[config.mk]
export PLATFORM = sky130hd
export DESIGN_NAME = rmj_exec
export DESIGN_NICKNAME = d
export VERILOG_FILES = /design/src/inc/rmj_pkg.sv /design/src/design/rmj_exec.sv /design/src/design/rmj_rotmask.sv
export SDC_FILE = /design/constraint.sdc
export NUM_CORES = 1
export LEC_CHECK = 0
export ABC_CLOCK_PERIOD_IN_PS = 3900
export BUFFER_PORTS_ARGS = -buffer_cell sky130_fd_sc_hd__buf_2
export CORE_MARGIN = 5
export CORE_UTILIZATION = 54
export DETAILED_ROUTE_END_ITERATION = 12
export GPL_TIMING_DRIVEN = 0
export MAX_ROUTING_LAYER = met4
export PLACE_DENSITY = 0.8
export SETUP_SLACK_MARGIN = 0.2
export SLEW_MARGIN = 30
export SYNTH_ARGS = -nofsm -noshare
export SYNTH_HDL_FRONTEND = slang
export SYNTH_SLANG_ARGS = --single-unit
[constraint.sdc]
create_clock -name clk -period 3.9 [get_ports clk]
set_input_delay 0.195 -clock clk [delete_from_list [all_inputs] [get_ports clk]]
set_output_delay 0.195 -clock clk [all_outputs]
set_load 0.05 [all_outputs]
[src/inc/rmj_pkg.sv]
// rmj_pkg: constants for the rotate-mask relative jump execution block.
// assumes a 16-bit instruction word and an 8-bit register file.
package rmj_pkg;
    localparam int DATA_W = 8;
    localparam int PC_W = 16;
    localparam int INSTR_W = 16;
    localparam int SEL_W = 5;
    // instruction field positions
    localparam int OPC_HI = 15;
    localparam int OPC_LO = 11;
    localparam int MASK_HI = 10;
    localparam int MASK_LO = 8;
    localparam int ROT_HI = 7;
    localparam int ROT_LO = 5;
    localparam int SEL_HI = 4;
    localparam int SEL_LO = 0;
    localparam logic [4:0] OPC_PREFIX = 5'h10;
    // T-state count of the instruction without wait states
    localparam int BASE_TSTATES = 4;
    localparam int CLK_MHZ = 200;
    localparam logic [2:0] TCNT_LAST = 3'(BASE_TSTATES - 1);
    localparam logic [2:0] TCNT_ZERO = 3'h0;
    localparam logic [PC_W-1:0] PC_RESET = 16'h0000;
    typedef enum logic [1:0] {
        RMJ_IDLE = 2'b00,
        RMJ_EXEC = 2'b01,
        RMJ_DONE = 2'b10
    } rmj_state_e;
endpackage : rmj_pkg

[src/design/rmj_exec.sv]
// rmj_exec: executes the rotate-mask relative jump on the program counter.
// assumes the decoder holds instr and start for one cycle and the register
// file answers srcData combinationally for srcSel; one clock is one T-state.
`timescale 1ns/1ps
module rmj_exec
    import rmj_pkg::*;
#(
    parameter int PCW = PC_W
) (
    input wire logic clk,
    input wire logic srst,
    input wire logic start,
    input wire logic [INSTR_W-1:0] instr,
    input wire logic imemWait,
    input wire logic [PCW-1:0] pcIn,
    output logic [SEL_W-1:0] srcSel,
    output logic srcRead,
    input wire logic [DATA_W-1:0] srcData,
    output logic illegal,
    output logic busy,
    output logic pcLoad,
    output logic [PCW-1:0] pcOut,
    output logic [DATA_W-1:0] dispOut
);
    // the byte is sign-extended into the pc, so the pc is at least a byte
    if (PCW < DATA_W) begin : gBadPcw
        $error("rmj_exec needs a pc at least a byte wide");
    end
    // the three-bit state counter reaches at most eight T-states
    if (BASE_TSTATES < 1 || BASE_TSTATES > 8) begin : gBadTstates
        $error("rmj_exec counts one to eight T-states");
    end
    rmj_state_e state_q, state_d;
    logic [2:0] tcnt_q;
    logic [2:0] mask_q;
    logic [2:0] rot_q;
    logic [SEL_W-1:0] sel_q;
    logic [DATA_W-1:0] copy_q;
    logic [DATA_W-1:0] disp_q;
    logic [PCW-1:0] pc_q;
    logic [PCW-1:0] target_q;
    logic loaded_q;
    logic illegal_q;

    // instruction fields, sliced once so every user sees the same bits
    wire [OPC_HI-OPC_LO:0] fieldPrefix = instr[OPC_HI:OPC_LO];
    wire [MASK_HI-MASK_LO:0] fieldMask = instr[MASK_HI:MASK_LO];
    wire [ROT_HI-ROT_LO:0] fieldRot = instr[ROT_HI:ROT_LO];
    wire [SEL_W-1:0] fieldSel = instr[SEL_HI:SEL_LO];
    wire isJump = fieldPrefix == OPC_PREFIX;
    wire isIdle = state_q == RMJ_IDLE;
    wire isExec = state_q == RMJ_EXEC;
    wire isDone = state_q == RMJ_DONE;
    wire accept = start && isIdle;
    wire take = accept && isJump;
    wire illegal_d = accept && !isJump;
    wire lastT = (tcnt_q == TCNT_LAST) && !imemWait;
    // each wait cycle holds the count, so it lengthens the instruction by one T-state
    wire stepT = isExec && !imemWait && !lastT;
    wire capture = isExec && !loaded_q;
    wire [DATA_W-1:0] masked;
    // a size cast of the signed byte copies bit 7 into the upper pc bits
    wire [PCW-1:0] extended = PCW'($signed(masked));
    wire [PCW-1:0] sum = pc_q + extended;

    // only a read select is issued; no pop strobe exists, so every
    // source register keeps its value
    assign srcSel = accept ? fieldSel : sel_q;
    assign srcRead = take;

    rmj_rotmask #(
        .W(DATA_W)
    ) uRotMask (
        .dataIn(copy_q),
        .rotCount(rot_q),
        .maskCount(mask_q),
        .dataOut(masked)
    );

    always_comb begin
        state_d = state_q;
        case (state_q)
            RMJ_IDLE: begin
                if (accept && isJump) begin
                    state_d = RMJ_EXEC;
                end
            end
            RMJ_EXEC: begin
                if (lastT) begin
                    state_d = RMJ_DONE;
                end
            end
            RMJ_DONE: begin
                state_d = RMJ_IDLE;
            end
            default: begin
                state_d = RMJ_IDLE;
            end
        endcase
    end

    always_ff @(posedge clk) begin
        if (srst) begin
            state_q <= RMJ_IDLE;
        end else begin
            state_q <= state_d;
        end
    end

    // T-state counter stalls while instruction memory waits
    wire [2:0] tcnt_d = stepT ? tcnt_q + 3'h1 : tcnt_q;
    always_ff @(posedge clk) begin
        if (srst || accept) begin
            tcnt_q <= TCNT_ZERO;
        end else begin
            tcnt_q <= tcnt_d;
        end
    end

    // operands freeze at the accepting edge; the copy is private and is
    // never written back, so the source register keeps its value
    wire [2:0] mask_d = take ? fieldMask : mask_q;
    wire [2:0] rot_d = take ? fieldRot : rot_q;
    wire [SEL_W-1:0] sel_d = take ? fieldSel : sel_q;
    wire [DATA_W-1:0] copy_d = take ? srcData : copy_q;
    wire [PCW-1:0] pc_d = take ? pcIn : pc_q;

    always_ff @(posedge clk) begin
        if (srst) begin
            mask_q <= '0;
        end else begin
            mask_q <= mask_d;
        end
    end

    always_ff @(posedge clk) begin
        if (srst) begin
            rot_q <= '0;
        end else begin
            rot_q <= rot_d;
        end
    end

    always_ff @(posedge clk) begin
        if (srst) begin
            sel_q <= '0;
        end else begin
            sel_q <= sel_d;
        end
    end

    always_ff @(posedge clk) begin
        if (srst) begin
            copy_q <= '0;
        end else begin
            copy_q <= copy_d;
        end
    end

    always_ff @(posedge clk) begin
        if (srst) begin
            pc_q <= PCW'(PC_RESET);
        end else begin
            pc_q <= pc_d;
        end
    end

    // target computed once from the frozen copy; waits cannot change it
    wire loaded_d = capture || loaded_q;
    wire [DATA_W-1:0] disp_d = capture ? masked : disp_q;
    wire [PCW-1:0] target_d = capture ? sum : target_q;

    always_ff @(posedge clk) begin
        if (srst || accept) begin
            loaded_q <= 1'b0;
        end else begin
            loaded_q <= loaded_d;
        end
    end

    always_ff @(posedge clk) begin
        if (srst || accept) begin
            disp_q <= '0;
        end else begin
            disp_q <= disp_d;
        end
    end

    always_ff @(posedge clk) begin
        if (srst || accept) begin
            target_q <= PCW'(PC_RESET);
        end else begin
            target_q <= target_d;
        end
    end

    always_ff @(posedge clk) begin
        if (srst) begin
            illegal_q <= 1'b0;
        end else begin
            illegal_q <= illegal_d;
        end
    end

    assign busy = isExec;
    assign pcLoad = isDone;
    assign pcOut = target_q;
    assign dispOut = disp_q;
    assign illegal = illegal_q;
endmodule : rmj_exec

[src/design/rmj_rotmask.sv]
// rmj_rotmask: rotate right and mask a private displacement byte.
// assumes the operands are stable while the result is captured.
`timescale 1ns/1ps
module rmj_rotmask
    import rmj_pkg::*;
#(
    parameter int W = DATA_W
) (
    input wire logic [W-1:0] dataIn,
    input wire logic [2:0] rotCount,
    input wire logic [2:0] maskCount,
    output logic [W-1:0] dataOut
);
    // the mask field counts to seven, so only a byte is served
    if (W != DATA_W) begin : gBadWidth
        $error("rmj_rotmask serves only an 8-bit byte");
    end
    wire [2*W-1:0] doubled = {dataIn, dataIn};
    wire [2*W-1:0] shifted = doubled >> rotCount;
    wire [W-1:0] rotated = shifted[W-1:0];
    wire [W-1:0] keepMask;
    genvar i;
    generate
        for (i = 0; i < W; i = i + 1) begin : gMask
            // bit 0 always cleared, top maskCount bits cleared
            if (i == 0) begin : gLsb
                assign keepMask[i] = 1'b0;
            end else begin : gBit
                assign keepMask[i] = (32'(W - 1 - i) >= 32'(maskCount));
            end
        end
    endgenerate
    assign dataOut = rotated & keepMask;
endmodule : rmj_rotmask

==> results of run 1 <==
[state kept, by name (all words and copies together), names as in the netlist, 2 cells and up]
register  cells
pcOut        16
state_q       2
rot_q         3
sel_q         5
copy_q        8
pc_q         16
tcnt_q        3
dispOut       7
mask_q        3
[cells by family (layout without fill, tap and decap cells)]
group,after synthesis,in the layout
multiplexers,21,21
AO/OA/AOI/OAI,97,97
AND/OR/NAND/NOR,161,161
buffers and inverters,32,122
other,1,1
adder cells (fa/ha/maj),17,17
XOR/XNOR,9,9
flip-flops,65,65
[per-stage QoR]
stage | hold slack (ns) | worst slack, ns | power [mW]
6_report | 0.0864 | 0.662 | 1.33
5_1_grt | 0.0919 | 0.440 | 1.38
4_1_cts | 0.0769 | 0.676 | 1.34
3_5_place_dp | 0.438 | 0.709 | 0.770
3_3_place_gp | 0.428 | 0.721 | 0.769
2_1_floorplan | 0.331 | 1.05 | 0.734
[final cells by class]
type	count	area (µm²)	area share (%)
clock inverter	3	40.0	0.996
inverter	10	37.5	0.933
tap	75	93.8	2.33
sequential	65	1300	32.4
clock buffer	12	155	3.86
multi-input combinational	306	1920	47.6
buffer	22	103	2.55
timing repair buffer	75	375	9.33
[power by group through the flow]
stage | clock [mW] | sequential [mW] | combinational [mW]
final | 0.576 | 0.670 | 0.0851
after global routing | 0.615 | 0.670 | 0.0927
after CTS | 0.584 | 0.670 | 0.0853
after detailed placement | 0 | 0.685 | 0.0849
after global placement | 0 | 0.685 | 0.0842
after floorplan | 0 | 0.687 | 0.0473
[tightest hold or removal path: stages]
cell and delay [ns]:
buf_2 0.09, nand2_1 0.04, a21oi_1 0.05
[routing by layer]
layer  GRT usage [%]  vias up  part of all wire (%)
met2            32.5       68                    48
met1            25.9     1363                    45
met5               -        -                     0
met3            3.72       11                   5.0
met4            9.20        0                   2.2
li1                -     1578                     -
[synthesized netlist by cell type, types with 6 or more instances]
library cell / count
a21o_1: 6
mux2i_1: 7
o21ai_1: 7
nor2_1: 17
nand2_1: 103
inv_1: 8
a21oi_1: 63
nand3_1: 13
buf_2: 7
dfxtp_1: 65
ha_1: 16
clkbuf_1: 12
[worst max-delay path by stage]
stage	from	endpoint	slack [ns]
2_1_floorplan	rot_q[0]	pcOut[15]	1.05
3_3_place_gp	rot_q[0]	pcOut[15]	0.72
3_5_place_dp	rot_q[0]	pcOut[15]	0.71
4_1_cts	rot_q[0]	pcOut[12]	0.68
5_1_grt	rot_q[0]	pcOut[15]	0.44
6_report	rot_q[0]	pcOut[15]	0.66
==> results.md, run 1 <==
* Post-Synthesis Cells at 403
* I/O Buffers at 75
* Cts hold-fix bufs at 0
* Largest net degree at the start of global routing at 11
* Comb power frac at ~6.4%
* CTS tree: yes
* Most common cell after layout, fill and taps aside: nand2_1
* Initial core utilization at 56.0%
* Post-synth EDFFs at 0
* Data arrival, critical path at ~3.5 ns
* Outcome: finished, final reports clean
* Setup TNS at 0 ns
* Final Critical Period at 3.24 ns
* Share of the synthesized area in the top cell type at 38.8%
* Cells after DPL at 553
* Share of layout cells above drive strength 1 at 23.1%
* Number of max-cap violations at 0
* Top Family by Delay on Critical Path: compound AO/OA/AOI/OAI gates
* Top FF cell, synth: dfxtp_1
* Worst skew pair latency at 0.34 ns
* Hold Crit Depth at 3
* Die Ht at just under 90 µm
* Die Wd at roughly 90 µm
* Die area at 0.00789 mm²
* Root Driver: clkbuf_8
* Total grt overflow at 0
* Power per cell area at 331 mW/mm²
* Crit Path Category: flop to flop
* Crit. End Element: flop
* Final cell count without fillers at 568
* Mux cell area share after synthesis at between 10% and 20%
* DRC violations left at 0
* Vias in the first global route at 2,770
* Area grow syn2layout at 19.8%
* Switching Power at 0.307 mW
* Worst-margin pin slew at 0.817 ns
* H-tree lvl count at 3
* Global-route wire length before repair at 12.3 mm
* Simple logic cell fraction of the synthesized area at 21.3%
* Clock Power Share at a little over two fifths
* CP Depth at 13
* DR WL/cell at 13.5 µm
* Worst r2r src: rot_q[0]
* Commonest cells after routing, fill and taps aside: nand2_1 (103), buf_2 (82), dfxtp_1 (65)
* Seq/Total Area, Yosys at 38.8%
* Initial antenna violation count at 0
* Mapped Area at 0.00336 mm²
* Cts repair resizes at 0
* RSZ-0062 raised after global routing: false
* Rel. slew slack at 45.3%
* Num ports at 77
* VDD IR max at roughly 0.23 mV
* Final worst-path cycle share at 83.0%
* XOR/XNOR share of the synthesized area at 2.57%
* Post-synthesis adder-cell area fraction at 6.56%
* Final WL at ~7.7 mm
* Design area at 0.00402 mm²
* Critical Path Source Type: flop
* Critical path, cell by cell: buf_6 > mux4_1 > mux2i_1 > a31oi_1 > ha_1 > inv_1 > fa_1 > nor2b_1 > o2111ai_1 > a211oi_1 > a21boi_0 > xnor2_1 > a21oi_1
* Worst Path Buf+Inv at 2
* Synth Area in Compound Gates at 16.4%
* Crit-path slowest cell: a211oi_1
* R2R cell count at 13
* Post-Place Cell Area at about 0.0038 mm²
* FF+latch count, synth at 65
* Diodes inserted at 0
* Combinational family with the most area after synthesis: simple AND/OR/NAND/NOR gates
* Cell variety after synth at 54
* Net Sw Frac at between 20% and 30%
* Async S/R FF share, synth at 0%
* Most area-hungry cell type in the Yosys netlist: dfxtp_1
* Clock transition at the registers of the reported paths at about 0.07 ns
* DR vias/cell at 5.32
* Pleak at 1.66 nW
* Crit path max fanout at 9
* CTS max path bufs at 2
* Fill cell count at 516
* Worst path max stage delay at 0.47 ns
* NumNets Final at 550
* Synth Net Count at 464
* Fmax at ~310 MHz
* Final Slew Violations at 0
* Num CTS Buffers at 9
* Hold crit path type: input port to flop
* RR Endpoint: pcOut[15]
* R2R Setup Slk at around 0.66 ns
* Fin Clk Skew at 0.00601 ns
* Final core occ at about two thirds
* Hold-critical path endpoint: copy_q[0]
* Core box area at approximately 0.006 mm²
* Standard-cell rows at 28
* DRT Pass-1 Iters at 4
* Hold path start: srcData[0]
* Gp weighted congestion at 0.824
* Setup violators final at 0
* Hpwl dp at 5.91 mm
* Synth area leaders: dfxtp_1 (39%), nand2_1 (12%), a21oi_1 (9.4%), ha_1 (6.0%), mux4_2 (3.4%)
* Ys Warns at 0
* Total GRT Usage at 20.7%
* Clock sink total at between 60 and 70
* ANT nets after route at 0
* DR vias at 3,020
* Power share of the sequential group at 50.3%
* Internal power at 1.02 mW
* Post-CTS setup repair buffer count at 0
* Final Hold Fails at 0
* Average size of a mapped cell at 8.33 µm²
* Worst EP required at a little over 4 ns
* DRT iter0 DRCs at 141
Note: power is estimated with default switching activity, not from simulation.
==> run 2, diff against run 1 <==
- ABC_AREA: not set -> 1
- ABC_CLOCK_PERIOD_IN_PS: 3900 -> 3000
- CORE_UTILIZATION: 54 -> 55
- clock period: 3.9 -> 3 ns (I/O delays scaled with it)
==> results.md, run 2 <==
* Commonest cells after routing, fill and taps aside: nand2_1 (84), nor2_1 (81), buf_2 (78)
* Fill cell count at 588
* GR Util met1 at around 26%
* Core box area at 0.00639 mm²
* Power per cell area at between 400 and 500 mW/mm²
* Pleak at 2.20 nW
* Fmax at about 390 MHz
* Synth Net Count at 575
* Average size of a mapped cell at around 7 µm²
* Global-route wire length before repair at roughly 15 mm
* Comb power frac at 9.2%
* Gp weighted congestion at 0.905
* Critical Path Source Type: flop
* Net Sw Frac at roughly a quarter
* Initial antenna violation count at 0
* Post-Place Cell Area at 0.00412 mm²
* I/O Buffers at 75
* Top cells by count, synth: nand2_1 (85), nor2_1 (81), dfxtp_1 (65), inv_1 (52), o21ai_0 (44)
* Final WL at about 9 mm
* CTS tree: yes
* DR vias at roughly 3,500
* Die area at 0.00835 mm²
* Clock sink total at 65
* Final Hold Fails at 0
* Die Ht at 91.4 µm
* CTS max path bufs at 2
* Crit Path Category: flop to flop
* Outcome: finished, final reports clean
* Worst EP required at 3.24 ns
* FF+latch count, synth at 65
* Final Critical Period at 2.59 ns
* DR vias/cell at 5.18
* Largest net degree at the start of global routing at 12
* DRC violations left at 0
* Final total power at 1.79 mW
* RSZ-0062 raised after global routing: false
* Global routing's busiest layer: met2
* Crit-path slowest cell: fa_1
* Num ports at 77
* Met3 usage at 4.71%
* Total GRT Usage at 21.9%
* Most frequent cell after synthesis: nand2_1
* Num CTS Buffers at 9
* Power share of the sequential group at between 40 and 50%
* Top FF cell, synth: dfxtp_1
* Worst skew pair latency at 0.34 ns
* Fin Clk Skew at 0.0126 ns
* Seq/Total Area, Yosys at 35.7%
* NumNets Final at 662
* Data arrival, critical path at 2.83 ns
* Final Slew Violations at 0
* Most area-hungry cell type in the Yosys netlist: dfxtp_1
* Post-CTS setup repair buffer count at 0
* Number of max-cap violations at 0
* Hold crit path type: input port to flop
* Post-synth EDFFs at 0
* Cts hold-fix bufs at 0
* Mapped Area at 0.00364 mm²
* H-tree lvl count at 3
* VDD IR max at 0.330 mV
* Worst slack, placed at between 0.3 and 0.4 ns
* Design area at around 0.0043 mm²
* Crit path max fanout at 8
* Post-Synthesis Cells at 514
* Root Driver: clkbuf_8
* Standard-cell rows at 29
* GR Util met2 at about 36%
* Clock Power Share at 41.8%
* Total grt overflow at 0
* Internal power at 1.34 mW
* Initial core utilization at 57.1%
* Area grow syn2layout at 19.0%
* Ys Warns at 0
* Final worst-path cycle share at between 80% and 90%
* Die Wd at 91.4 µm
* Switching Power at 0.454 mW
* Share of the synthesized area in the top cell type at 35.7%
* Critical path, cell by cell: buf_6 > inv_8 > nand2_1 > nand3_1 > nand2_1 > a22oi_2 > o21ai_1 > inv_1 > ha_1 > inv_1 > fa_1 > inv_1 > nand2_2 > nand2_1 > nand3_2 > a21oi_1 > nor2_1 > nand3_1 > nand3_1 > nand2_1 > inv_1
* Cell variety after synth at 42
* Share of layout cells above drive strength 1 at approximately 24%
* Setup TNS at 0 ns
* Hpwl dp at 6.80 mm
* Most common cell after layout, fill and taps aside: nand2_1
* Diodes inserted at 0
* Crit. End Element: flop
* DRT Pass-1 Iters at 4
* Synth area leaders: dfxtp_1 (36%), nand2_1 (8.8%), nor2_1 (8.3%), o21ai_0 (6.0%), ha_1 (5.5%)
* Async S/R FF share, synth at 0%
* DR WL/cell at 13.0 µm
* DRT iter0 DRCs at 184
* Hold WS at 0.0348 ns
* Vias in the first global route at 3,393
* Worst path max stage delay at 0.38 ns
* Clock transition at the registers of the reported paths at 0.08 ns
* Setup violators final at 0
* ANT nets after route at 0
* Final worst setup slack at between 0.4 and 0.5 ns
run 2: layout make-up:
type | instances | area [µm²] | area share, %
buffer | 21 | 156 | 3.61
clock inverter | 5 | 55.1 | 1.27
tap | 77 | 96.3 | 2.22
multi-input combinational | 368 | 1970 | 45.4
inverter | 60 | 235 | 5.42
clock buffer | 11 | 141 | 3.26
timing repair buffer | 76 | 380 | 8.77
sequential | 65 | 1300 | 30.0
run 2: critical path: cells and delay by family, from the launching register on:
kind            cells  cell delay [ns]
buf+inv             6             0.46
simple gates       10             0.79
flops               1             0.33
fa+ha+maj           2             0.54
compound gates      3             0.38
run 2: power by group through the flow:
stage          registers, mW  logic, mW  clock network (mW)
5_1_grt                0.877      0.183               0.796
3_5_place_dp           0.897      0.164                   0
2_1_floorplan          0.904     0.0974                   0
6_report               0.877      0.165               0.748
3_3_place_gp           0.896      0.160                   0
4_1_cts                0.877      0.164               0.761
run 2: timing repair:
item | in CTS | in global routing
gates resized for setup | 0 | 7
endpoints found under the setup margin | 0 | 4
hold endpoints to repair | 0 | 0
run 2: cells by family after synthesis:
kind of cell	synth area share [%]
adders and majority gates	6.04
xor gates and xnor gates	1.20
muxes	0.275
AOI/OAI and AO/OA	17.9
buffers and inverters	10.7
other	0.103
DFF	35.7
and+or+nand+nor	28.1
run 2: worst paths after layout:
check                               from    endpoint  slack [ns]  cells after the start
worst max-delay path            rot_q[0]   pcOut[15]        0.41                     21
worst min-delay path            imemWait  state_q[1]        0.03                      2
worst max register to register  rot_q[0]   pcOut[15]        0.41                     21
worst min register to register  sel_q[2]    sel_q[2]        0.45                      2
run 2: layer usage:
metal | vias to the layer above | part of all wire [%]
met5 | - | 0
met4 | 0 | 1.5
met3 | 14 | 6.5
met2 | 95 | 49
met1 | 1592 | 43
li1 | 1836 | -
run 2: metrics by stage:
stage / util [%] / cells
2_1_floorplan: - / 514
3_3_place_gp: 64.4 / 666
3_5_place_dp: 64.4 / 666
4_1_cts: 67.5 / 682
5_1_grt: 67.9 / 683
6_report: 67.9 / 683
==> run 3, diff against run 2 <==
- CTS_BUF_LIST: not set -> sky130_fd_sc_hd__clkbuf_8 sky130_fd_sc_hd__clkbuf_16
==> results.md, run 3 (synthesized netlist as in run 2, its figures left out) <==
* Final WL at 8.87 mm
* Worst skew pair latency at 0.34 ns
* Critical Path Source Type: flop
* RSZ-0062 raised after global routing: false
* Num ports at 77
* Vias in the first global route at 3,393
* Internal power at 1.33 mW
* Pleak at ~2.2 nW
* H-tree lvl count at 3
* CTS max path bufs at 2
* DR vias/cell at 5.18
* Worst Path Buf+Inv at 6
* Hold Crit Depth at 2
* Fin Clk Skew at 0.0127 ns
* DR vias at 3,535
* Commonest cells after routing, fill and taps aside: nand2_1 (84), nor2_1 (81), buf_2 (78)
* Critical path, cell by cell: buf_6 > inv_8 > nand2_1 > nand3_1 > nand2_1 > a22oi_2 > o21ai_1 > inv_1 > ha_1 > inv_1 > fa_1 > inv_1 > nand2_2 > nand2_1 > nand3_2 > a21oi_1 > nor2_1 > nand3_1 > nand3_1 > nand2_1 > inv_1
* DRT Pass-1 Iters at 4
* Worst slack, placed at 0.341 ns
* Top Family by Delay on Critical Path: simple AND/OR/NAND/NOR gates
* Die area at about 0.0084 mm²
* R2R cell count at 21
* Final worst setup slack at around 0.41 ns
* Most common cell after layout, fill and taps aside: nand2_1
* Gp weighted congestion at 0.905
* Clock transition at the registers of the reported paths at around 0.08 ns
* Power share of the sequential group at just under 50%
* Final Hold Fails at 0
* Hold-critical path endpoint: state_q[1]
* Diodes inserted at 0
* Hold crit path type: input port to flop
* Crit Path Category: flop to flop
* I/O Buffers at between 70 and 80
* Initial antenna violation count at 0
* Die Ht at 91.4 µm
* ANT nets after route at 0
* Worst EP required at 3.24 ns
* Share of layout cells above drive strength 1 at between 20 and 25%
* Largest net degree at the start of global routing at 12
* Crit. End Element: flop
* Final Critical Period at 2.59 ns
* Number of max-cap violations at 0
* RR Endpoint: pcOut[15]
* Area grow syn2layout at 19.0%
* Fill cell count at about 590
* Crit path from: rot_q[0]
* VDD IR max at 0.330 mV
* DR WL/cell at 13.0 µm
* Crit-path slowest cell: fa_1
* Core box area at 0.00639 mm²
* Total grt overflow at 0
* Num CTS Buffers at 9
* NumNets Final at about 660
* Hold path start: imemWait
* Crit path max fanout at 8
* Root Driver: clkbuf_8
* R2R Setup Slk at ~0.41 ns
* Worst r2r src: rot_q[0]
* Outcome: finished, final reports clean
* Final worst-path cycle share at approximately 86%
* DRC violations left at 0
* DRT iter0 DRCs at approximately 180
* Fmax at 386 MHz
* Setup TNS at 0 ns
* Hpwl dp at between 6 and 7 mm
* Power per cell area at 412 mW/mm²
* Die Wd at approximately 91 µm
* Setup violators final at 0
* Clock sink total at 65
* Clock Power Share at approximately two fifths
* CTS tree: yes
* Worst path max stage delay at 0.38 ns
* Initial core utilization at 57.1%
* Net Sw Frac at 25.4%
* Comb power frac at 9.2%
* Data arrival, critical path at about 2.8 ns
* Switching Power at 0.454 mW
* Standard-cell rows at 29
* Final Slew Violations at 0
* Total GRT Usage at 21.9%
* Global-route wire length before repair at 14.9 mm
run 3: how the worst max path moves through the flow:
stage | end | slack, ns | cells after the start
after floorplan | pcOut[11] | 0.71 | 20
after global placement | pcOut[13] | 0.47 | 18
after detailed placement | pcOut[13] | 0.34 | 18
after CTS | pcOut[13] | 0.31 | 18
after global routing | pcOut[15] | 0.22 | 18
final | pcOut[15] | 0.41 | 21
run 3: per-stage QoR:
| step | utilization [%] | hold slack, ns | instances | power, mW | area, µm² |
|---|---|---|---|---|---|
| after detailed placement | 64.4 | 0.377 | 666 | 1.06 | 4120 |
| after floorplan | - | 0.219 | 514 | 1.00 | 3640 |
| after global placement | 64.4 | 0.380 | 666 | 1.06 | 4120 |
| after global routing | 67.9 | 0.0454 | 683 | 1.85 | 4340 |
| after CTS | 67.5 | 0.0186 | 682 | 1.80 | 4310 |
| final | 67.9 | 0.0347 | 683 | 1.79 | 4340 |
run 3: layout make-up:
type                    count  area [µm²]  area share [%]
plain buffers              21         156            3.61
repair buffers             76         380            8.77
flip-flops and latches     65        1300            30.0
clock buffers              10         138            3.17
clock inverters             6        58.8            1.36
well taps                  77        96.3            2.22
multi-input cells         368        1970            45.4
inverters                  60         235            5.42
run 3: power by group through the flow:
stage	Sequential [mW]	Combinational, mW	Clock (mW)
global route	0.877	0.183	0.793
floorplan	0.904	0.0974	0
finish	0.877	0.165	0.745
CTS	0.877	0.164	0.758
detailed placement	0.897	0.164	0
global placement	0.896	0.160	0
run 3: timing repair:
item | CTS | global route
setup buffers | 0 | 0
endpoints found under the setup margin | 0 | 4
gates resized for setup | 0 | 7
hold buffers | 0 | 0
run 3: worst reg2reg max path: stages (launching register included):
cell and delay [ns]:
dfxtp_2 0.33, buf_6 0.14, inv_8 0.07, nand2_1 0.07
nand3_1 0.08, nand2_1 0.09, a22oi_2 0.12, o21ai_1 0.11
inv_1 0.07, ha_1 0.16, inv_1 0.06, fa_1 0.38
inv_1 0.09, nand2_2 0.07, nand2_1 0.09, nand3_2 0.10
a21oi_1 0.15, nor2_1 0.06, nand3_1 0.07, nand3_1 0.09
nand2_1 0.07, inv_1 0.03
run 3: routing by layer:
layer	wire (µm)	GRT usage [%]	up-vias
met1	3830	25.9	1589
li1	-	-	1837
met2	4320	36.5	95
met4	135	7.58	0
met3	575	4.71	14
met5	0	-	-
